`src/verilog/ilc_map.vh`:
```
// register map, address and timing constants for the led current target
`ifndef ILC_MAP_VH
`define ILC_MAP_VH
`define ILC_TARGET_ADDR 7'h4f
`define ILC_REG_LED_CONTROL 8'h01
`define ILC_LED_CONTROL_RESET 8'h00
`define ILC_BIT_INDICATOR 5
`define ILC_CODE_MSB 4
`define ILC_CODE_MAX 5'h1e
`define ILC_STEP_REF_MULT 16
`define ILC_INDICATOR_UA 450
`define ILC_SYNC_CYCLES 2
`endif

```
`src/verilog/ilc_edge_sampler.v`:
```
// registers scl and sda and reports edges, start and stop events
module ilc_edge_sampler (
  input wire core_clk,
  input wire sys_rst,
  input wire scl_in,
  input wire sda_in,
  output reg scl_q,
  output reg sda_q,
  output wire scl_rise,
  output wire scl_fall,
  output wire start_det,
  output wire stop_det
);
  reg scl_prev_q;
  reg sda_prev_q;

  // inputs are synchronous to core_clk, so one stage is enough for edges
  always @(posedge core_clk or posedge sys_rst) begin
    if (sys_rst) begin
      scl_q <= 1'b1;
      sda_q <= 1'b1;
      scl_prev_q <= 1'b1;
      sda_prev_q <= 1'b1;
    end else begin
      scl_q <= scl_in;
      sda_q <= sda_in;
      scl_prev_q <= scl_q;
      sda_prev_q <= sda_q;
    end
  end

  assign scl_rise = scl_q & ~scl_prev_q;
  assign scl_fall = ~scl_q & scl_prev_q;
  // sda moving while scl stays high marks frame boundaries
  assign start_det = scl_q & scl_prev_q & sda_prev_q & ~sda_q;
  assign stop_det = scl_q & scl_prev_q & ~sda_prev_q & sda_q;
endmodule // ilc_edge_sampler

```
`src/verilog/ilc_led_target.v`:
```
// write-only i2c target holding the led control register
`include "ilc_map.vh"

module ilc_led_target (
  input wire core_clk,
  input wire sys_rst,
  input wire scl_in,
  input wire sda_in,
  output reg sda_out,
  output reg sda_oe,
  output reg converter_en,
  output reg primary_led_sink_en,
  output reg secondary_led_sink_en,
  output reg indicator_mode,
  output reg [4:0] primary_current_code,
  output reg [4:0] secondary_current_code,
  output reg [7:0] led_control_register
);
  localparam [4:0] ST_IDLE = 5'h01;
  localparam [4:0] ST_RECV = 5'h02;
  localparam [4:0] ST_ACK = 5'h04;
  localparam [4:0] ST_ACK_END = 5'h08;
  localparam [4:0] ST_IGNORE = 5'h10;
  localparam [2:0] MODE_OFF = 3'h1;
  localparam [2:0] MODE_IND = 3'h2;
  localparam [2:0] MODE_NORM = 3'h4;

  wire sda_q;
  wire scl_rise;
  wire scl_fall;
  wire start_det;
  wire stop_det;

  reg [4:0] state_q;
  reg [7:0] shift_q;
  reg [2:0] bit_cnt_q;
  reg [1:0] byte_idx_q;
  reg [7:0] index_q;
  reg [7:0] ctrl_q;
  wire [7:0] byte_now;
  reg [2:0] mode_d;
  reg converter_en_d;
  reg primary_en_d;
  reg secondary_en_d;
  reg [4:0] code_d;

  ilc_edge_sampler u_sampler (
    .core_clk(core_clk),
    .sys_rst(sys_rst),
    .scl_in(scl_in),
    .sda_in(sda_in),
    .scl_q(),
    .sda_q(sda_q),
    .scl_rise(scl_rise),
    .scl_fall(scl_fall),
    .start_det(start_det),
    .stop_det(stop_det)
  );

  assign byte_now = {shift_q[6:0], sda_q};

  function addr_match;
    input [7:0] b;
    begin
      addr_match = (b[7:1] == `ILC_TARGET_ADDR) && !b[0];
    end
  endfunction

  always @(posedge core_clk or posedge sys_rst) begin
    if (sys_rst) begin
      state_q <= ST_IDLE;
      shift_q <= 8'h00;
      bit_cnt_q <= 3'h0;
      byte_idx_q <= 2'h0;
      index_q <= 8'h00;
      ctrl_q <= `ILC_LED_CONTROL_RESET;
      sda_out <= 1'b1;
      sda_oe <= 1'b0;
    end else if (start_det) begin
      // repeated start restarts the byte count
      state_q <= ST_RECV;
      bit_cnt_q <= 3'h0;
      byte_idx_q <= 2'h0;
      sda_oe <= 1'b0;
    end else if (stop_det) begin
      state_q <= ST_IDLE;
      sda_oe <= 1'b0;
    end else begin
      case (state_q)
        ST_IDLE: begin
          sda_oe <= 1'b0;
        end
        ST_RECV: begin
          if (scl_rise) begin
            shift_q <= byte_now;
            bit_cnt_q <= bit_cnt_q + 3'h1;
            if (bit_cnt_q == 3'h7) begin
              state_q <= ST_ACK;
              if (byte_idx_q == 2'h0) begin
                // wrong address or read: stay off the bus until the next start or stop
                if (!addr_match(byte_now))
                  state_q <= ST_IGNORE;
              end else if (byte_idx_q == 2'h1) begin
                index_q <= byte_now;
              end else if (index_q == `ILC_REG_LED_CONTROL) begin
                // latched on the eighth rising scl, before the ack
                ctrl_q <= byte_now;
              end
            end
          end
        end
        ST_ACK: begin
          if (scl_fall) begin
            sda_out <= 1'b0;
            sda_oe <= 1'b1;
            state_q <= ST_ACK_END;
          end
        end
        ST_ACK_END: begin
          if (scl_fall) begin
            // release after the ninth clock; never drive data back
            sda_oe <= 1'b0;
            sda_out <= 1'b1;
            if (byte_idx_q != 2'h3)
              byte_idx_q <= byte_idx_q + 2'h1;
            state_q <= ST_RECV;
          end
        end
        ST_IGNORE: begin
          sda_oe <= 1'b0;
        end
        default: begin
          state_q <= ST_IDLE;
          sda_oe <= 1'b0;
        end
      endcase
    end
  end

  // operating mode of the sinks: off, indicator or normal, one-hot
  function [2:0] mode_of;
    input [7:0] r;
    begin
      if (r == 8'h00)
        mode_of = MODE_OFF;
      else if (r[`ILC_BIT_INDICATOR])
        mode_of = MODE_IND;
      else
        mode_of = MODE_NORM;
    end
  endfunction

  // code handed to the sinks; codes above thirty pass through unclipped
  function [4:0] code_of;
    input [7:0] r;
    begin
      if (mode_of(r) == MODE_NORM)
        code_of = r[`ILC_CODE_MSB:0];
      else
        code_of = 5'h00;
    end
  endfunction

  // decode kept apart from the flops so each port is a plain register
  always @* begin
    mode_d = mode_of(ctrl_q);
    converter_en_d = 1'b0;
    primary_en_d = 1'b0;
    secondary_en_d = 1'b0;
    code_d = code_of(ctrl_q);
    case (mode_d)
      MODE_OFF: begin
        // converter and both sinks dropped
        secondary_en_d = 1'b0;
      end
      MODE_IND: begin
        // fixed indicator current in the analog sink, converter off
        secondary_en_d = 1'b1;
      end
      MODE_NORM: begin
        // each code lsb is one step of sixteen reference currents
        converter_en_d = 1'b1;
        primary_en_d = 1'b1;
        secondary_en_d = 1'b1;
      end
      default: begin
        converter_en_d = 1'b0;
      end
    endcase
  end

  always @(posedge core_clk or posedge sys_rst) begin
    if (sys_rst) begin
      led_control_register <= `ILC_LED_CONTROL_RESET;
      converter_en <= 1'b0;
      primary_led_sink_en <= 1'b0;
      secondary_led_sink_en <= 1'b0;
      indicator_mode <= 1'b0;
      primary_current_code <= 5'h00;
      secondary_current_code <= 5'h00;
    end else begin
      led_control_register <= ctrl_q; // reserved bits stored too; they count in the zero test for off mode
      indicator_mode <= ctrl_q[`ILC_BIT_INDICATOR];
      converter_en <= converter_en_d;
      primary_led_sink_en <= primary_en_d;
      secondary_led_sink_en <= secondary_en_d;
      primary_current_code <= code_d;
      secondary_current_code <= code_d;
    end
  end
endmodule // ilc_led_target

```
`config.mk`:
```
export PLATFORM = sky130hd
export DESIGN_NAME = ilc_led_target
export DESIGN_NICKNAME = d
export VERILOG_FILES = /design/src/verilog/ilc_edge_sampler.v /design/src/verilog/ilc_led_target.v
export VERILOG_INCLUDE_DIRS = /design/src /design/src/verilog
export SDC_FILE = /design/constraint.sdc
export NUM_CORES = 1
export LEC_CHECK = 0
export ABC_AREA = 0
export BUFFER_PORTS_ARGS = -buffer_cell sky130_fd_sc_hd__buf_2
export CORE_AREA = 2 2 67 76
export DETAILED_ROUTE_END_ITERATION = 8
export DIE_AREA = 0 0 69 78
export PLACE_DENSITY_LB_ADDON = 0.2
export SYNTH_ARGS = -nofsm -noshare
export SYNTH_HDL_FRONTEND = slang
export SYNTH_SLANG_ARGS = --single-unit
```
`constraint.sdc`:
```
create_clock -name core_clk -period 2.3 [get_ports core_clk]
set_input_delay 0.345 -clock core_clk [delete_from_list [all_inputs] [get_ports core_clk]]
set_output_delay 0.345 -clock core_clk [all_outputs]
set_load 0.02 [all_outputs]
```
* After elaboration in Yosys (flattened, before gate mapping) *
Index checks and enable logic that the tools add are counted.
W data, S select, Z words.

cells by class
  add/subtract/negate cells = 2
  equality and inequality tests = 21
  mux-type cells = 29
  bitwise logic cells = 15
  reductions and logical operators = 20

operators with widths
  cell                  count
  $mux W5               9
  $pmux W5 S4           1
  $mux W3               6
  $ne A4 B4 Y1 const B  4
  $reduce_bool A2 Y1    6
  $mux W2               5
  $reduce_and A5 Y1     2
  $eq A8 B1 Y1 const B  1
  $logic_not A8 Y1      1
  $ne A2 B2 Y1 const B  4
  $not A1 Y1            8
  $reduce_and A4 Y1     2
  $reduce_and A8 Y1     1
  $and A1 B1 Y1         7
  $eq A7 B7 Y1 const B  1
  $reduce_and A7 Y1     1
  $eq A3 B3 Y1 const B  2
  $mux W1               6
  $reduce_and A3 Y1     2
  $eq A5 B1 Y1 const B  1
  $eq A5 B2 Y1 const B  1
  $eq A5 B3 Y1 const B  1
  $eq A5 B4 Y1 const B  1
  $eq A5 B5 Y1 const B  1
  other kinds (12)      13

word-level totals
  register bits after elaboration = 55
  input port bits = 4
  output and inout bits = 24
  logic and storage cells = 104

* Longest topological paths before layout *
  depth after elaboration = 9
  mapped depth = 7
  mapped depth without buffers = 7

* Modules after synthesis *
From an unflattened synthesis, not the netlist that was laid out.

unflattened totals
  cells, all modules = 177
  area, all modules = 2306.0 µm²

by module, submodules not included
  module            times used  cells each  area each (µm²)  sequential area each (µm²)
  ilc_led_target    1           168         2164.6           1253.7
  ilc_edge_sampler  1           9           141.4            105.1

* Least setup slack after synthesis *
OpenSTA, ideal clock, no wires.

  path type = reg-to-reg
  from = reg u_sampler.scl_q
  to = reg ctrl_q[0], in the netlist code_of.r[0]
  library setup time = 0.125 ns
  data arrival time = 1.758 ns
  data required time = 2.175 ns
  path slack = 0.418 ns
  stages on the path, launching flop included = 6
  buffers on the path = 1
  clock period less this slack = 1.882 ns
  cell sequence = dfstp_2 -> buf_2 -> nor2b_1 -> nand4_4 -> nor3_4 -> mux2_2

between the ends
  cells in the longest elaborated chain, start to end = 5
  elaborated cells between the ends (all ways) = 9
  those cells by class = bitwise: 8; reduce/logical: 1

RTL lines
  what                                            RTL line                                      source
  from (decl)                                     ilc_edge_sampler.v:7                          output reg scl_q,
  from (signal assigned)                          ilc_edge_sampler.v:25                         scl_q <= scl_in;
  $and A1 B1 Y1                                   ilc_edge_sampler.v:35, ilc_edge_sampler.v:36
  $and A1 B1 Y1 (on tied branches) (2 in series)  ilc_edge_sampler.v:36, ilc_edge_sampler.v:35
  $not A1 Y1 (no line)                            n/a
  $reduce_and A8 Y1 (no line) (*)                 n/a
  to (signal assigned)                            ilc_led_target.v:76                           ctrl_q <= `ILC_LED_CONTROL_RESET;
  to (signal assigned)                            ilc_led_target.v:107                          ctrl_q <= byte_now;
  to (decl)                                       ilc_led_target.v:39                           reg [7:0] ctrl_q;

Mark *: on every way between the ends. The rest lies on a longest branch, timed or not.
A chain may end at the register's enable or synchronous reset.

* Worst setup path in the final report *
  from = reg state_q[2]
  to = reg ctrl_q[4], in the netlist code_of.r[4]

between the ends
  cells in the longest elaborated chain, start to end = 2

RTL lines
  what                         RTL line             source
  from (decl)                  ilc_led_target.v:34  reg [4:0] state_q;
  from (signal assigned)       ilc_led_target.v:71  state_q <= ST_IDLE;
  from (signal assigned)       ilc_led_target.v:81  state_q <= ST_RECV;
  from (signal assigned)       ilc_led_target.v:86  state_q <= ST_IDLE;
  $eq A5 B2 Y1                 ilc_led_target.v:89  case (state_q)
  $reduce_and A8 Y1 (no line)  n/a

Every way passes these cells.

==> flow_summary.ini <==
[finish]
layout-drive-gt1-share = 0.3614
filler_cell_count = 397
finalNetCount = 210
antenna_cells = 0
area_growth_syn_to_layout_pct = 12.09

[logic_synthesis]
async_flop_share = 1.000
mappedNetlistArea_um2 = 2236
synth_edf_count = 0
syn_nets = 181
synth.ff_latch_count = 54
leading_cell_type_by_number_of_instances_after_synthesis = dfrtp_1
yosysUniqueCellTypes = 34
syn-instance-count = 172
synthFlopType = dfrtp_1
yosys_warnings = 0
yosysTopAreaCell = dfrtp_1
yosysSeqAreaShare = 0.6077
mean_cell_area_of_the_mapped_netlist_um2 = 13.00
synth_area_leaders = dfrtp_1, mux2_2, dfstp_2
netlist.area_leader.share = 0.5372
synth_top_cells_by_count = dfrtp_1, mux2_2, nand2_1, o21ai_0

[cts]
post_cts_resize_count = 0
ctsHtreeMaxLevel = 2
tritoncts_clock_tree = done
cts-root-to-sink-buffers = 2
number_of_buffers_inserted_during_clock_tree_synthesis = 5
post_cts.repair.setup_buffers = 0
worstSkewPairLatency_ns = 0.31
cts.sink_count = 54
clkTransAtPathRegs_ns = 0.09
clk_root_buffer_cell = clkbuf_8

[routing]
top_layer = met4
ant_nets = 0
iteration_0_drc_count_of_the_detailed_router = 68
wire_per_inst_um = 14.13
wl_met1_um = 1514
vias_per_cell = 5.426
drc_errors = 0
totalWireLength_um = 3645
number_of_vias_in_the_routed_layout = 1400
wl_met3_um = 243
drt_first_pass_iters = 4
wire_length_on_met2_um = 1803

[hold_path]
holdCritPathClass = in2reg
min_from = sda_in
holdPathEnd = u_sampler.sda_q
min_delay_path_depth = 1

[sta]
max_slew_margin = 0.6604
fin_worst_hold_slack_ns = 0.1257
hold_viol_final = 0
timing.final.setup_violations = 0
final_max_slew_viol_count = 0
setup-tns-final_ns = 0
worstMarginPinSlew_ns = 0.5055
clock.fmax_ghz = 0.5104
post-route-period-util = 0.8519
rsz0062_at_grt = false
timing.clock.skew_ns = 0.004543
period_minus_slack_ns = 1.959

[critical_path]
worst_ep_arrival_time_ns = 2.16
cp-start-kind = flip-flop
crit_path_max_fo = 8
worst-r2r-cell-count = 4
worst_path_required_ns = 2.50
critPathKind = reg2reg
reg2reg_slack_ns = 0.34
worstReg2RegEnd = code_of.r[4]
worstSetupEndpointType = flip-flop
rr_startpoint = state_q[2]

[power_and_ir_drop]
post-layout-total-power_w = 0.001769
worst_ir_drop_vdd_v = 0.0003867
total_leakage_power_nw = 1.307
cellPowerDensity_nw_per_um2 = 706.1

[grt]
via_count_of_the_first_global_routing_pass = 1291
antenna_found_initial = 0
grt_first_pass_wirelength_um = 6072
global_route.overflow_total = 0
grt_max_degree = 24
grtUsageTotal = 0.1450

[status]
outcome = finished clean

[place]
post_dp_hpwl_um = 2663
portBuffers = 27
place_congestion = 0.8473

[die]
die-area_um2 = 5382
design.core.area_um2 = 4554
floorplan.die.width_um = 69
floorplan.rows = 26
die_h_um = 78
starting_density_of_the_core = 0.4909
design.portCount = 28

[flow_run]
drv_cap = 0
-- registers in the layout, summed over array words and instances, names as in the netlist, 2 cells and up --
register / flops
led_control_register: 8
state_q: 5
secondary_current_code: 5
index_q: 8
shift_q: 7
bit_cnt_q: 3
byte_idx_q: 2
code_of.r: 8
-- layer usage --
layer	vias to the layer above	global-route usage
li1	662	-
met1	679	0.1748
met2	53	0.2356
met3	6	0.04545
met4	0	0.07059
met5	-	0
-- worst max-delay path by stage --
stage / startpoint / endpoint / slack, ns / cells past startpoint
finish: state_q[2] / code_of.r[4] / 0.34 / 4
global route: byte_idx_q[0] / code_of.r[3] / 0.20 / 5
CTS: byte_idx_q[0] / code_of.r[4] / 0.32 / 5
detailed placement: byte_idx_q[0] / code_of.r[4] / 0.34 / 5
global placement: u_sampler.scl_q / code_of.r[7] / 0.41 / 4
floorplan: u_sampler.scl_q / code_of.r[0] / 0.42 / 5
-- logic make-up (layout without fill, tap and decap cells) --
kind of cell / Yosys count / in the layout / synth area share
flip-flops: 54 / 54 / 0.6077
XOR/XNOR: 2 / 2 / 0.007836
buffers and inverters: 16 / 46 / 0.03973
AND/OR/NAND/NOR: 47 / 47 / 0.1298
multiplexers: 24 / 24 / 0.1203
AO/OA/AOI/OAI: 24 / 24 / 0.06659
adder cells (fa/ha/maj): 5 / 5 / 0.02798
-- area by class of cell --
class,count,area [um2],share of cell area
timing repair buffer,31,167.7,0.06690
multi-input combinational,102,788.3,0.3145
clock inverter,2,12.51,0.004993
sequential,54,1359,0.5422
inverter,7,26.28,0.01048
tap,56,70.07,0.02796
clock buffer,6,82.58,0.03295
-- placed cells by master, fill, tap and decap left out, types with 4 or more instances in the layout --
cell      synthesis  final
nor2b_1           7      7
dfrtp_1          48     48
o21ai_0          11     11
buf_2             2     27
nand3_1           6      6
dfstp_2           6      6
ha_1              5      5
mux2_2           23     23
nor2_1            4      4
clkbuf_8          0      6
nand2_1          13     13
inv_1             7      6
-- report_power, final --
part	total, W	internal [W]	switching, W
clock	0.000535	0.000242	0.000293
sequential	0.00107	0.00100	0.0000648
combinational	0.000165	0.0000698	0.0000952
total	0.00177	0.00132	0.000453
-- what timing repair did --
| action | CTS | global route |
|---|---|---|
| hold endpoints to repair | 15 | 0 |
| hold buffers | 1 | 0 |
| endpoints found under the setup margin | 0 | 0 |
-- metrics by stage --
step	std cells	utilization	setup slack [ns]	instance area [um2]
after floorplan	172	-	0.4176	2236
after global placement	249	0.5272	0.4122	2401
after detailed placement	249	0.5272	0.3376	2401
after CTS	258	0.5503	0.3209	2506
after global routing	258	0.5503	0.1980	2506
final	258	0.5503	0.3407	2506
-- critical path, cell delays in order, from the launching register on --
cell and delay (ns):
dfrtp_1 0.43, nor4_4 0.47, nand4_4 0.18, nor3_4 0.38, mux2_2 0.39
Power figures use the tool's default switching activity.
